<file path="config.mk">
export PLATFORM = sky130hd
export DESIGN_NAME = acq_ctrl
export DESIGN_NICKNAME = d
export VERILOG_FILES = /design/src/pkg/acq_pkg.sv /design/src/verilog/acq_ctrl.sv
export SDC_FILE = /design/constraint.sdc
export NUM_CORES = 1
export LEC_CHECK = 0
export ABC_AREA = 1
export BUFFER_PORTS_ARGS = -buffer_cell sky130_fd_sc_hd__buf_4
export CAP_MARGIN = 20
export CORE_UTILIZATION = 45
export DETAILED_ROUTE_END_ITERATION = 6
export GPL_TIMING_DRIVEN = 0
export PLACE_DENSITY_LB_ADDON = 0.2
export REMOVE_ABC_BUFFERS = 1
export SYNTH_ARGS = -nofsm -noshare
export SYNTH_HDL_FRONTEND = slang
export SYNTH_SLANG_ARGS = --single-unit
</file>
<file path="constraint.sdc">
create_clock -name clk_i -period 2.77 [get_ports clk_i]
set_input_delay 0.4155 -clock clk_i [delete_from_list [all_inputs] [get_ports clk_i]]
set_output_delay 0.4155 -clock clk_i [all_outputs]
set_load 0.05 [all_outputs]
</file>
<file path="src/pkg/acq_pkg.sv">
// constants and carrier types for the acquisition sequencer and serial slave
`default_nettype none
package acq_pkg;
	localparam logic [7:0] REG_GPIO_CTRL = 8'h40;
	localparam logic [7:0] REG_GPIO_IN = 8'h41;
	localparam logic [7:0] REG_UNLOCK = 8'h43;
	localparam logic [7:0] REG_RES_LO = 8'h50;
	localparam logic [7:0] REG_RES_HI = 8'h51;
	localparam logic [7:0] REG_CFG0 = 8'h52;
	localparam logic [7:0] REG_CFG1 = 8'h53;
	localparam logic [7:0] REG_CFG2 = 8'h54;
	localparam int CFG0_START = 7;
	localparam int CFG0_NEL_LSB = 5;
	localparam int CFG0_OSR_LSB = 2;
	localparam int CFG0_CONT = 1;
	localparam logic [7:0] CFG0_RST = 8'h28;
	localparam logic [7:0] CFG0_WMASK = 8'hfe;
	localparam logic [7:0] CFG1_RST = 8'hf0;
	localparam logic [7:0] CFG2_RST = 8'h00;
	localparam logic [7:0] GPIO_RST = 8'hf0;
	localparam logic [7:0] GPIO_RSV_HI = 8'hc0;
	localparam int GPIO_DIR_LSB = 4;
	localparam logic [7:0] UNLOCK_KEY = 8'h96;
	localparam logic [2:0] ADDR_PREFIX = 3'b100;
	localparam logic [1:0] ADDR_FUSE_DEF = 2'b10;
	localparam logic [7:0] GC_ADDR = 8'h00;
	localparam logic [7:0] GC_RESET_CMD = 8'h06;
	localparam int CLK_HZ = 250_000_000;
	localparam int FS_HZ_0 = 62_500;
	localparam int FS_HZ_1 = 125_000;
	localparam int FS_HZ_2 = 250_000;
	localparam int FS_HZ_3 = 500_000;
	localparam logic [11:0] FS_DIV_0 = 12'(CLK_HZ / FS_HZ_0);
	localparam logic [11:0] FS_DIV_1 = 12'(CLK_HZ / FS_HZ_1);
	localparam logic [11:0] FS_DIV_2 = 12'(CLK_HZ / FS_HZ_2);
	localparam logic [11:0] FS_DIV_3 = 12'(CLK_HZ / FS_HZ_3);
	localparam logic [15:0] RES_MAX = 16'h7fff;
	localparam logic [15:0] RES_MIN = 16'h8000;
	typedef struct packed {
		logic [1:0] conv_bias;
		logic [1:0] amp_bias;
		logic [3:0] enable;
		logic [1:0] fs_sel;
	} acq_ctrl_t;
endpackage
`default_nettype wire

</file>
<file path="src/verilog/acq_ctrl.sv">
// conversion sequencer, result formatting and fast-mode serial register slave
`default_nettype none
module acq_ctrl #(
	parameter int RAW_W = 20
) (
	input wire logic clk_i,
	input wire logic rst_i,
	input wire logic scl_i,
	input wire logic sda_i,
	output logic sda_o,
	output logic sda_oe_o,
	input wire logic [1:0] gpio_i,
	output logic [1:0] gpio_o,
	output logic [1:0] gpio_oe_o,
	input wire logic [1:0] fuse_i,
	input wire logic [RAW_W-1:0] raw_i,
	output acq_pkg::acq_ctrl_t ctrl_o,
	output logic conv_busy_o,
	output logic conv_done_o
);
	import acq_pkg::*;

	if (RAW_W < 17 || RAW_W > 32) begin : g_chk
		$error("RAW_W must be 17..32");
	end

	typedef enum {S_IDLE, S_ADDR, S_AACK, S_REG, S_WDATA, S_WACK,
		S_RDATA, S_RACK, S_GACK, S_GCMD, S_GEND} acq_i2c_t;
	typedef enum {C_IDLE, C_RUN} acq_conv_t;

	function automatic logic [13:0] conv_len(input logic [2:0] osr,
		input logic [1:0] nel);
		logic [13:0] o;
		o = 14'(14'd8 << osr) + 14'd1;
		return 14'(o << nel) + 14'd1;
	endfunction

	function automatic logic [3:0] forced_len(input logic [2:0] osr,
		input logic [1:0] nel);
		logic [3:0] t;
		t = 4'd0;
		unique case (osr)
			3'h0: t = (nel == 2'h0) ? 4'd9 : (nel == 2'h1) ? 4'd8 : 4'd7;
			3'h1: t = (nel[1] == 1'b0) ? 4'd7 : (nel == 2'h2) ? 4'd6 : 4'd5;
			3'h2: t = 4'(4'd6 - {2'b00, nel});
			3'h3: t = 4'(4'd4 - {2'b00, nel});
			3'h4: t = (nel == 2'h0) ? 4'd2 : (nel == 2'h1) ? 4'd1 : 4'd0;
			default: t = 4'd0;
		endcase
		return t;
	endfunction

	function automatic logic [15:0] format(input logic [RAW_W-1:0] raw,
		input logic [2:0] osr, input logic [1:0] nel);
		logic signed [RAW_W-1:0] v;
		logic [15:0] r;
		logic [15:0] mask;
		logic [3:0] len;
		v = $signed(raw);
		if (v > $signed(RAW_W'(32767))) begin
			r = RES_MAX;
		end else if (v < -$signed(RAW_W'(32768))) begin
			r = RES_MIN;
		end else begin
			r = raw[15:0];
		end
		len = forced_len(osr, nel);
		mask = 16'((17'd1 << len) - 17'd1);
		r = r & ~mask;
		if (len != 4'd0) begin
			r = r | 16'(17'd1 << (len - 4'd1));
		end
		return r;
	endfunction

	// pin synchronisers
	logic [1:0] scl_s, sda_s, gpio_m, gpio_s, fuse_m, fuse_s;
	logic [RAW_W-1:0] raw_m, raw_s;
	logic scl_p, sda_p;
	always_ff @(posedge clk_i) begin
		scl_s <= {scl_s[0], scl_i};
		sda_s <= {sda_s[0], sda_i};
		gpio_m <= gpio_i;
		gpio_s <= gpio_m;
		fuse_m <= fuse_i;
		fuse_s <= fuse_m;
		raw_m <= raw_i;
		raw_s <= raw_m;
		scl_p <= scl_s[1];
		sda_p <= sda_s[1];
	end
	wire scl = scl_s[1];
	wire sda = sda_s[1];
	wire scl_rise = scl & ~scl_p;
	wire scl_fall = ~scl & scl_p;
	wire start_c = scl & scl_p & sda_p & ~sda;
	wire stop_c = scl & scl_p & ~sda_p & sda;

	// register state
	logic [7:0] cfg0, cfg1, cfg2, gpio_ctrl, unlock;
	logic ext_en;
	logic [15:0] result;
	logic [7:0] next_cfg0, next_cfg1, next_cfg2, next_gpio_ctrl, next_unlock;
	logic next_ext_en;
	logic [15:0] next_result;

	// serial slave state
	acq_i2c_t st, next_st;
	logic [3:0] cnt, next_cnt;
	logic [7:0] sh, next_sh, tx, next_tx, ptr, next_ptr;
	logic rw, next_rw, sda_oe, next_sda_oe;
	logic wr_stb, gc_rst;
	logic [7:0] rd_data;
	logic [6:0] my_addr;

	// conversion state
	acq_conv_t cst, next_cst;
	logic [11:0] div, next_div;
	logic [13:0] ccnt, next_ccnt;
	logic fin;

	always_comb begin
		// unprogrammed fuses give the default address
		my_addr = {ADDR_PREFIX, fuse_s ^ ADDR_FUSE_DEF,
			ext_en ? gpio_s : 2'b00};
		unique case (ptr)
			REG_GPIO_CTRL: rd_data = gpio_ctrl | GPIO_RSV_HI;
			REG_GPIO_IN: rd_data = {6'h00, gpio_s};
			REG_UNLOCK: rd_data = unlock;
			REG_RES_LO: rd_data = result[7:0];
			REG_RES_HI: rd_data = result[15:8];
			REG_CFG0: rd_data = cfg0;
			REG_CFG1: rd_data = cfg1;
			REG_CFG2: rd_data = cfg2;
			default: rd_data = 8'h00;
		endcase
	end

	// serial slave, receive on rising clock, drive on falling
	always_comb begin
		next_st = st;
		next_cnt = cnt;
		next_sh = sh;
		next_tx = tx;
		next_ptr = ptr;
		next_rw = rw;
		next_sda_oe = sda_oe;
		wr_stb = 1'b0;
		gc_rst = 1'b0;
		if (start_c) begin
			next_st = S_ADDR; // repeated start keeps the pointer
			next_cnt = 4'd0;
			next_sda_oe = 1'b0;
		end else if (stop_c) begin
			next_st = S_IDLE;
			next_sda_oe = 1'b0;
		end else if (scl_rise) begin
			if (st == S_ADDR || st == S_REG || st == S_WDATA ||
				st == S_GCMD) begin
				next_sh = {sh[6:0], sda};
				next_cnt = 4'(cnt + 4'd1);
			end else if (st == S_RACK && sda) begin
				next_st = S_IDLE;
			end
		end else if (scl_fall) begin
			unique case (st)
				S_ADDR: if (cnt == 4'd8) begin
					if (sh[7:1] == my_addr) begin
						next_sda_oe = 1'b1;
						next_rw = sh[0];
						next_st = S_AACK;
					end else if (sh == GC_ADDR) begin
						next_sda_oe = 1'b1;
						next_st = S_GACK;
					end else begin
						next_st = S_IDLE;
					end
				end
				S_AACK: if (rw) begin
					next_sda_oe = ~rd_data[7];
					next_tx = {rd_data[6:0], 1'b0};
					next_ptr = 8'(ptr + 8'd1);
					next_cnt = 4'd1;
					next_st = S_RDATA;
				end else begin
					next_sda_oe = 1'b0;
					next_cnt = 4'd0;
					next_st = S_REG;
				end
				S_REG: if (cnt == 4'd8) begin
					next_ptr = sh;
					next_sda_oe = 1'b1;
					next_st = S_WACK;
				end
				S_WDATA: if (cnt == 4'd8) begin
					wr_stb = 1'b1;
					next_ptr = 8'(ptr + 8'd1);
					next_sda_oe = 1'b1;
					next_st = S_WACK;
				end
				S_WACK, S_GACK: begin
					next_sda_oe = 1'b0;
					next_cnt = 4'd0;
					next_st = (st == S_GACK) ? S_GCMD : S_WDATA;
				end
				S_RDATA: if (cnt == 4'd8) begin
					next_sda_oe = 1'b0;
					next_st = S_RACK;
				end else begin
					next_sda_oe = ~tx[7];
					next_tx = {tx[6:0], 1'b0};
					next_cnt = 4'(cnt + 4'd1);
				end
				S_RACK: begin
					next_sda_oe = ~rd_data[7];
					next_tx = {rd_data[6:0], 1'b0};
					next_ptr = 8'(ptr + 8'd1);
					next_cnt = 4'd1;
					next_st = S_RDATA;
				end
				S_GCMD: if (cnt == 4'd8) begin
					gc_rst = (sh == GC_RESET_CMD);
					next_sda_oe = 1'b1;
					next_st = S_GEND;
				end
				S_GEND: begin
					next_sda_oe = 1'b0;
					next_st = S_IDLE;
				end
				S_IDLE: next_st = S_IDLE;
			endcase
		end
	end

	always_ff @(posedge clk_i) begin
		if (rst_i) begin
			st <= S_IDLE;
			cnt <= 4'd0;
			sh <= 8'h00;
			tx <= 8'h00;
			ptr <= 8'h00;
			rw <= 1'b0;
			sda_oe <= 1'b0;
		end else begin
			st <= next_st;
			cnt <= next_cnt;
			sh <= next_sh;
			tx <= next_tx;
			ptr <= next_ptr;
			rw <= next_rw;
			sda_oe <= next_sda_oe;
		end
	end

	// register file
	always_comb begin
		next_cfg0 = cfg0;
		next_cfg1 = cfg1;
		next_cfg2 = cfg2;
		next_gpio_ctrl = gpio_ctrl;
		next_unlock = unlock;
		next_ext_en = ext_en;
		next_result = result;
		if (fin) begin
			next_result = format(raw_s, cfg0[CFG0_OSR_LSB +: 3],
				cfg0[CFG0_NEL_LSB +: 2]);
			next_cfg0[CFG0_START] = 1'b0;
		end
		if (wr_stb) begin
			unique case (ptr)
				REG_CFG0: next_cfg0 = sh & CFG0_WMASK;
				REG_CFG1: next_cfg1 = sh;
				REG_CFG2: next_cfg2 = sh;
				REG_GPIO_CTRL: next_gpio_ctrl = sh & ~GPIO_RSV_HI;
				REG_UNLOCK: begin
					next_unlock = sh;
					if (sh == UNLOCK_KEY) begin
						next_ext_en = 1'b1;
						next_gpio_ctrl[GPIO_DIR_LSB +: 2] = 2'b00;
					end
				end
				default: next_result = next_result;
			endcase
		end
		if (gc_rst) begin
			next_cfg0 = CFG0_RST;
			next_cfg1 = CFG1_RST;
			next_cfg2 = CFG2_RST;
			next_gpio_ctrl = GPIO_RST;
			next_unlock = 8'h00;
			next_ext_en = 1'b0;
			next_result = 16'h0000;
		end
	end

	always_ff @(posedge clk_i) begin
		if (rst_i) begin
			cfg0 <= CFG0_RST;
			cfg1 <= CFG1_RST;
			cfg2 <= CFG2_RST;
			gpio_ctrl <= GPIO_RST;
			unlock <= 8'h00;
			ext_en <= 1'b0;
			result <= 16'h0000;
		end else begin
			cfg0 <= next_cfg0;
			cfg1 <= next_cfg1;
			cfg2 <= next_cfg2;
			gpio_ctrl <= next_gpio_ctrl;
			unlock <= next_unlock;
			ext_en <= next_ext_en;
			result <= next_result;
		end
	end

	// conversion sequencer, counted in sampling periods
	wire cont = cfg0[CFG0_CONT];
	wire go = cont | cfg0[CFG0_START];
	wire [13:0] len = conv_len(cfg0[CFG0_OSR_LSB +: 3],
		cfg0[CFG0_NEL_LSB +: 2]);
	wire [11:0] div_max = (cfg2[7:6] == 2'h0) ? FS_DIV_0 :
		(cfg2[7:6] == 2'h1) ? FS_DIV_1 :
		(cfg2[7:6] == 2'h2) ? FS_DIV_2 : FS_DIV_3;
	wire fs_tick = (div == 12'(div_max - 12'd1));
	assign fin = (cst == C_RUN) && fs_tick && (ccnt == 14'd0);

	always_comb begin
		next_cst = cst;
		next_ccnt = ccnt;
		next_div = fs_tick ? 12'd0 : 12'(div + 12'd1);
		unique case (cst)
			C_IDLE: if (go) begin
				next_cst = C_RUN;
				next_div = 12'd0;
				next_ccnt = 14'(len - 14'd1);
			end
			C_RUN: if (fin) begin
				next_ccnt = 14'(len - 14'd1);
				next_cst = cont ? C_RUN : C_IDLE;
			end else if (fs_tick) begin
				next_ccnt = 14'(ccnt - 14'd1);
			end
		endcase
		if (gc_rst) begin
			next_cst = C_IDLE;
		end
	end

	always_ff @(posedge clk_i) begin
		if (rst_i) begin
			cst <= C_IDLE;
			ccnt <= 14'd0;
			div <= 12'd0;
			conv_done_o <= 1'b0;
			conv_busy_o <= 1'b0;
			ctrl_o <= {CFG1_RST, CFG2_RST[7:6]};
			gpio_o <= GPIO_RST[1:0];
			gpio_oe_o <= GPIO_RST[GPIO_DIR_LSB +: 2];
			sda_o <= 1'b0;
			sda_oe_o <= 1'b0;
		end else begin
			cst <= next_cst;
			ccnt <= next_ccnt;
			div <= next_div;
			conv_done_o <= fin;
			conv_busy_o <= (next_cst == C_RUN);
			ctrl_o.conv_bias <= next_cfg1[7:6];
			ctrl_o.amp_bias <= next_cfg1[5:4];
			ctrl_o.enable <= next_cfg1[3:0];
			ctrl_o.fs_sel <= next_cfg2[7:6];
			gpio_o <= next_gpio_ctrl[1:0];
			gpio_oe_o <= next_gpio_ctrl[GPIO_DIR_LSB +: 2];
			sda_o <= 1'b0;
			sda_oe_o <= next_sda_oe;
		end
	end

	chk_cont_restart: assert property (
		@(posedge clk_i) disable iff (rst_i)
		fin && cont && !gc_rst |=> cst == C_RUN && conv_busy_o)
		else $error("continuous mode did not restart");
	chk_done_result: assert property (
		@(posedge clk_i) disable iff (rst_i)
		fin && !gc_rst |=> conv_done_o && result == format($past(raw_s),
			$past(cfg0[4:2]), $past(cfg0[6:5])))
		else $error("completion without result update");
	chk_req_hold: assert property (
		@(posedge clk_i) disable iff (rst_i)
		cst == C_IDLE && !go |=> cst == C_IDLE)
		else $error("conversion began without request");
	chk_req_stop: assert property (
		@(posedge clk_i) disable iff (rst_i)
		fin && !cont && !wr_stb |=> cst == C_IDLE && !cfg0[7])
		else $error("on-request conversion did not stop");
	chk_unlock_pins: assert property (
		@(posedge clk_i) disable iff (rst_i)
		wr_stb && ptr == REG_UNLOCK && sh == UNLOCK_KEY && !gc_rst
		|=> ext_en ##1 gpio_oe_o == 2'b00)
		else $error("unlock did not release pins");
	chk_pins_reset: assert property (
		@(posedge clk_i)
		$past(rst_i) && !rst_i |-> gpio_oe_o == 2'b11 && gpio_o == 2'b00)
		else $error("pins not driving low after reset");
	chk_gc_clear: assert property (
		@(posedge clk_i) disable iff (rst_i)
		gc_rst |=> cfg0 == CFG0_RST && cfg1 == CFG1_RST && !ext_en
		##1 ctrl_o.enable == 4'h0)
		else $error("general call reset incomplete");
	chk_ptr_step: assert property (
		@(posedge clk_i) disable iff (rst_i)
		wr_stb |=> ptr == 8'($past(ptr) + 8'd1))
		else $error("register pointer did not advance");
	chk_addr_ack: assert property (
		@(posedge clk_i) disable iff (rst_i)
		st == S_AACK && sda_oe |-> sh[7:5] == ADDR_PREFIX &&
		sh[4:3] == (fuse_s ^ ADDR_FUSE_DEF) &&
		(ext_en || sh[2:1] == 2'b00))
		else $error("acknowledged a foreign address");
	chk_bias_map: assert property (
		@(posedge clk_i) disable iff (rst_i)
		ctrl_o.conv_bias == cfg1[7:6] && ctrl_o.amp_bias == cfg1[5:4])
		else $error("bias select does not follow register");
endmodule
`default_nettype wire

</file>
======== Yosys cells after proc, flatten, opt, wreduce, memory -nomap -nowiden ========
Cells that the tools add are included.
storage, ports and cells
  register bits ........................... 244
  bits of input ports ..................... 28
  output and inout port bits .............. 18
  logic and storage cells ................. 269
cells by class
  add/subtract/negate cells ............... 12
  $lt $le $gt $ge ......................... 2
  equality and inequality tests ........... 63
  shift-type cells ........................ 4
  multiplexer cells ....................... 87
  bitwise operators ....................... 21
  reduce and logical (&&, ||, !) cells .... 42
operator list
  operator                                            count
  two-way mux 32 bit                                  11
  case mux 32 bit (8 select lines)                    1
  == test 32 x 2 -> 1 bit, second input constant      5
  == test 32 x 3 -> 1 bit, second input constant      5
  == test 32 x 4 -> 1 bit, second input constant      5
  two-way mux 8 bit                                   10
  == test 32 x 1 -> 1 bit, second input constant      2
  == test 32 x 5 -> 1 bit, second input constant      2
  == test 8 x 7 -> 1 bit, second input constant       8
  zero test 32 bit                                    2
  two-way mux 16 bit                                  4
  case mux 32 bit (2 select lines)                    1
  case mux 8 bit (8 select lines)                     1
  two-way mux 12 bit                                  4
  two-way mux 4 bit                                   11
  two-way mux 14 bit                                  3
  case mux 8 bit (4 select lines)                     1
  << shifter 1 x 4 -> 16 bit, first input constant    2
  adder 14 x 1 -> 14 bit, second input constant       2
  case mux 14 bit (2 select lines)                    1
  AND reduction 7 bit                                 4
  subtractor 14 x 1 -> 14 bit, second input constant  2
  two-way mux 1 bit                                   24
  case mux 8 bit (3 select lines)                     1
  other kinds (63)                                    119

======== Depth between registers and ports, before layout ========
  word-level depth ........................ 15
  gate-level depth with buffers ........... 18
  mapped depth without buffers ............ 16

======== Least setup slack after synthesis ========
Ideal clock, no wire load.
  path kind ............................... reg-to-reg
  from .................................... register cfg0[6]
  to ...................................... register result[6]
  setup time .............................. 0.115 ns
  arrival ................................. 2.231 ns
  data required time ...................... 2.655 ns
  path slack .............................. 0.423 ns
  cell stages (with the launch flop) ...... 17
  buffers on the path ..................... 1
  clock period less this slack ............ 2.347 ns
  path through ............................ dfxtp_1 -> buf_6 -> clkinv_1 -> fa_1 -> nand2_2 -> nand2_1 -> nor2_1 -> nand2_1 -> nor3_2 -> inv_1 -> ha_1 -> inv_1 -> nand4_1 -> inv_1 -> nor2_1 -> nand2_1 -> a21oi_2
on the way
  word-level cells in the longest chain between the ends .. 11
  elaborated cells on any way between the ends .. 22
  classes of those cells .................. add/sub (4); eq/ne (2); shift (2); mux (9); bitwise (3); reduce/logical (2)
RTL lines
  what                                                            line                                            RTL
  start, declared                                                 acq_ctrl.sv:100                                 logic [7:0] cfg0, cfg1, cfg2, gpio_ctrl, unlock;
  start signal, assigned                                          acq_ctrl.sv:306                                 cfg0 <= next_cfg0;
  == test 2 x 1 -> 1 bit / == test 2 bit (equally long branches)  acq_ctrl.sv:43, acq_ctrl.sv:47, acq_ctrl.sv:44
  two-way mux 1 bit, or another cell as far along                 acq_ctrl.sv:47                                  3'h4: t = (nel == 2'h0) ? 4'd2 : (nel == 2'h1) ? 4'd1 : 4'd0;
  two-way mux 2 bit, or another cell as far along                 acq_ctrl.sv:47
  case mux 4 bit (5 select lines) *                               acq_ctrl.sv:42                                  unique case (osr)
  two-way mux 4 bit *                                             acq_ctrl.sv:264                                 if (fin) begin
  << shifter 1 x 4 -> 16 bit                                      acq_ctrl.sv:68                                  mask = 16'((17'd1 << len) - 17'd1);
  subtractor 16 x 1 -> 16 bit                                     acq_ctrl.sv:68
  NOT 16 bit                                                      acq_ctrl.sv:69                                  r = r & ~mask;
  bitwise AND 16 bit                                              acq_ctrl.sv:69
  bitwise OR 16 bit                                               acq_ctrl.sv:71                                  r = r | 16'(17'd1 << (len - 4'd1));
  two-way mux 16 bit *                                            acq_ctrl.sv:70                                  if (len != 4'd0) begin
  end signal, assigned                                            acq_ctrl.sv:312                                 result <= next_result;
  end, declared                                                   acq_ctrl.sv:102                                 logic [15:0] result;
Every way passes the cells marked *; elsewhere a longest branch is shown, timed or not. The select of a mux whose other input is x is not followed.
A chain may end at the register's enable or synchronous reset.

======== Final worst setup path ========
  from .................................... register scl_p
  to ...................................... register cfg1[0]
on the way
  word-level cells in the longest chain between the ends .. 7
  elaborated cells on any way between the ends .. 18
  classes of those cells .................. mux (10); bitwise (8)
RTL lines
  what                                                           line                             RTL
  start, declared                                                acq_ctrl.sv:79                   logic scl_p, sda_p;
  start signal, assigned                                         acq_ctrl.sv:89                   scl_p <= scl_s[1];
  bitwise AND 1 bit, or another cell as far along                acq_ctrl.sv:95                   wire scl_fall = ~scl & scl_p;
  two-way mux 1 bit, or another cell as far along                acq_ctrl.sv:165                  end else if (scl_fall) begin
  two-way mux 1 bit / bitwise AND 1 bit (equally long branches)  acq_ctrl.sv:157, acq_ctrl.sv:97
  two-way mux 1 bit                                              acq_ctrl.sv:154                  end else if (stop_c) begin
  two-way mux 1 bit                                              acq_ctrl.sv:150                  if (start_c) begin
  two-way mux 8 bit                                              acq_ctrl.sv:269                  if (wr_stb) begin
  two-way mux 8 bit *                                            acq_ctrl.sv:285                  if (gc_rst) begin
  end signal, assigned                                           acq_ctrl.sv:307                  cfg1 <= next_cfg1;
  end, declared                                                  acq_ctrl.sv:100
Every way passes the cells marked *; elsewhere a longest branch is shown, timed or not.

==> impl_results.md <==
- Initial core utilization: 45.8%
- Number of global-route vias before repair: 8149
- DPL Wire Length: ~17000 µm
- Post-route cell area: ~11000 µm²
- Status: finished, final reports clean
- Synthesized cell area: 9970 µm²
- Largest fanout on the critical path: 47
- Initial antenna violation count: 0
- Worst Setup Start Kind: register
- Slew of the pin with the lowest slew margin: 846 ps
- Max-cap violations: 0
- Seq cells post-synth: between 200 and 250
- DRC viols: 0
- CTS tree: done
- IR drop worst, VDD: a little under 0.0005 V
- WL per Instance: 14.9 µm
- Chip Height: 151 µm
- Fmax: 0.392 GHz
- Pre-antenna DRT Iters: 5
- Post-layout util: 52.7%
- Mapped Avg Cell Area: between 7 and 8 µm²
- Share of cells above drive strength 1: 13.4%
- CTS Buffer Depth: 3
- Worst EP required: ~3200 ps
- RSZ-0062 raised after global routing: no
- Total GRT Usage: 22.4%
- TritonCTS sink count: 201
- Final setup TNS: 0 ps
- Setup Buffers After CTS: 0
- CP endpoint kind: register
- DP Cell Count: 1635
- Ys Warns: 0
- Clock Latency Late Sink: 530 ps
- DR iter-0 viols: 529
- Inserted Clock Buffers: 24
- Final worst slack: 217 ps
- PwrDens: 589 nW/µm²
- Filler cells: 2126
- Commonest non-fill, non-tap cell in the layout: nand2_1
- Seq/Total Area, Yosys: 40.4%
- Setup Viol. Count Final: 0
- Vias/cell: 5.27
- Port buffer count: 44
- Antenna cell count: 0
- WL final: 25500 µm
- Core Region: 21800 µm²
- Clk root buf: clkbuf_16
- Die W: 151 µm
- Via count: 8993
- Synth Instances: 1367
- Min-delay worst type: register to register
- Area grow syn2layout: 15.0%
- Leakage: slightly below 0.005 µW
- Most frequent cells in the layout: nand2_1, dfxtp_1, nor2_1
- DP Area: 10300 µm²
- Worst Skew: 18.9 ps
- Clock Pin Slew Worst Setup and Hold Paths: 60 ps
- Net count, final: 1453
- Slew Viols, Final: 0
- Synth area leaders: dfxtp_1, nand2_1, nor2_1
- Period utilization: 92.2%
- Largest net degree at the start of global routing: 55
- Synth top area share: 40.4%
- Total congestion overflow: 0
- Final hold vios: 0
- Antenna Violating Nets Remaining: 0
- Fin cells: 1706
- Std cell rows: 54
- Post-synth cell types: 56
- First-pass GRT wire length: about 40000 µm
- Top Ports: 46
- Setup WS pre-CTS: -506 ps
- Leading area contributor after synthesis: dfxtp_1
- Worst EP arrival: 2930 ps
- Full die area: about 23000 µm²
- Tmin final: 2550 ps
- Crit Path Class: register to register
- H-tree Lvls: 1
- Worst rel slew slack: 43.5%
- GPL Wtd Cong: 0.890
==> cell usage after synthesis (all sizes together) <==
cell       n
and3       1
o2111ai    1
conb       1
dfxtp    201
a21oi    117
nor2     196
clkinv     5
a211oi     3
nor4       1
o2bb2ai    3
a22oi      1
o22ai      6
nor3b      2
a21boi     1
nand3b    10
fa         1
mux2i      1
inv      146
a31oi     11
nand3    132
clkbuf    12
o31ai      1
buf       44
or2        1
ha        16
xor2      18
nand4     19
nand2    244
o21bai     1
o21a       1
o21ai    119
xnor2      2
nor3      23
o211ai    25
and2       1
==> cell families after synthesis <==
group           synth area share [%]
simple gates                    29.6
compound gates                  16.1
buf+inv                         9.81
flops                           40.4
xor+xnor                        1.76
fa+ha+maj                       2.21
other cells                   0.0376
mux                            0.100
==> per-layer routing <==
layer  global-route usage [%]  part of all wire, %
met1                     31.3                   47
met2                     35.8                   45
met3                     3.01                  5.0
met4                     6.65                  2.8
met5                        0                    0
==> through the flow <==
step | hold slack [ps] | total power [µW]
3_3_place_gp | 311 | 3280
5_1_grt | 329 | 6970
3_5_place_dp | 312 | 3280
4_1_cts | 321 | 6820
6_report | 320 | 6750
2_1_floorplan | 310 | 3180
==> registers in the layout, indices dropped and copies added, names as in the netlist, 7 cells and up <==
register  cells
raw_m        20
cst          32
raw_s        20
unlock        8
tx            7
ptr           8
sh            8
result       16
cfg1          8
cfg2          8
cfg0          7
div          12
ccnt         14
==> final timing paths <==
path | startpoint | cells past startpoint | end | slack [ps]
setup reg to reg | scl_p | 10 | cfg1[0] | 220
hold / removal | raw_m[18] | 0 | raw_s[18] | 320
setup / recovery | scl_p | 10 | cfg1[0] | 220
hold reg to reg | raw_m[18] | 0 | raw_s[18] | 320
==> cell type report <==
class / instances / area [µm²] / share of cell area, %
clock buffers: 27 / 643 / 5.61
clock inverters: 17 / 250 / 2.18
inverters: 151 / 589 / 5.14
multi-input cells: 960 / 5000 / 43.7
flip-flops and latches: 201 / 4040 / 35.2
well taps: 280 / 350 / 3.06
repair buffers: 70 / 591 / 5.15
==> critical path, stage by stage, from the launching register on <==
cell	delay, ps
dfxtp_1	350
inv_1	50
ha_1	280
inv_1	230
nand2_1	100
nor2_2	320
nand3_4	330
nand2_4	300
inv_4	220
o21ai_0	150
a21oi_1	60
==> where the power goes <==
| part | switching [µW] | total [µW] | internal, µW |
|---|---|---|---|
| clock | 1270 | 3500 | 2230 |
| combinational | 162 | 263 | 101 |
| sequential | 39.0 | 2990 | 2950 |
==> what timing repair did <==
action,in CTS,in global routing
pin swaps,0,1
hold endpoints to repair,26,0
cloned,0,1
resized for setup,7,12
hold buffers,26,0
setup endpoints to repair,26,54
Note: power is estimated with default switching activity, not from simulation.
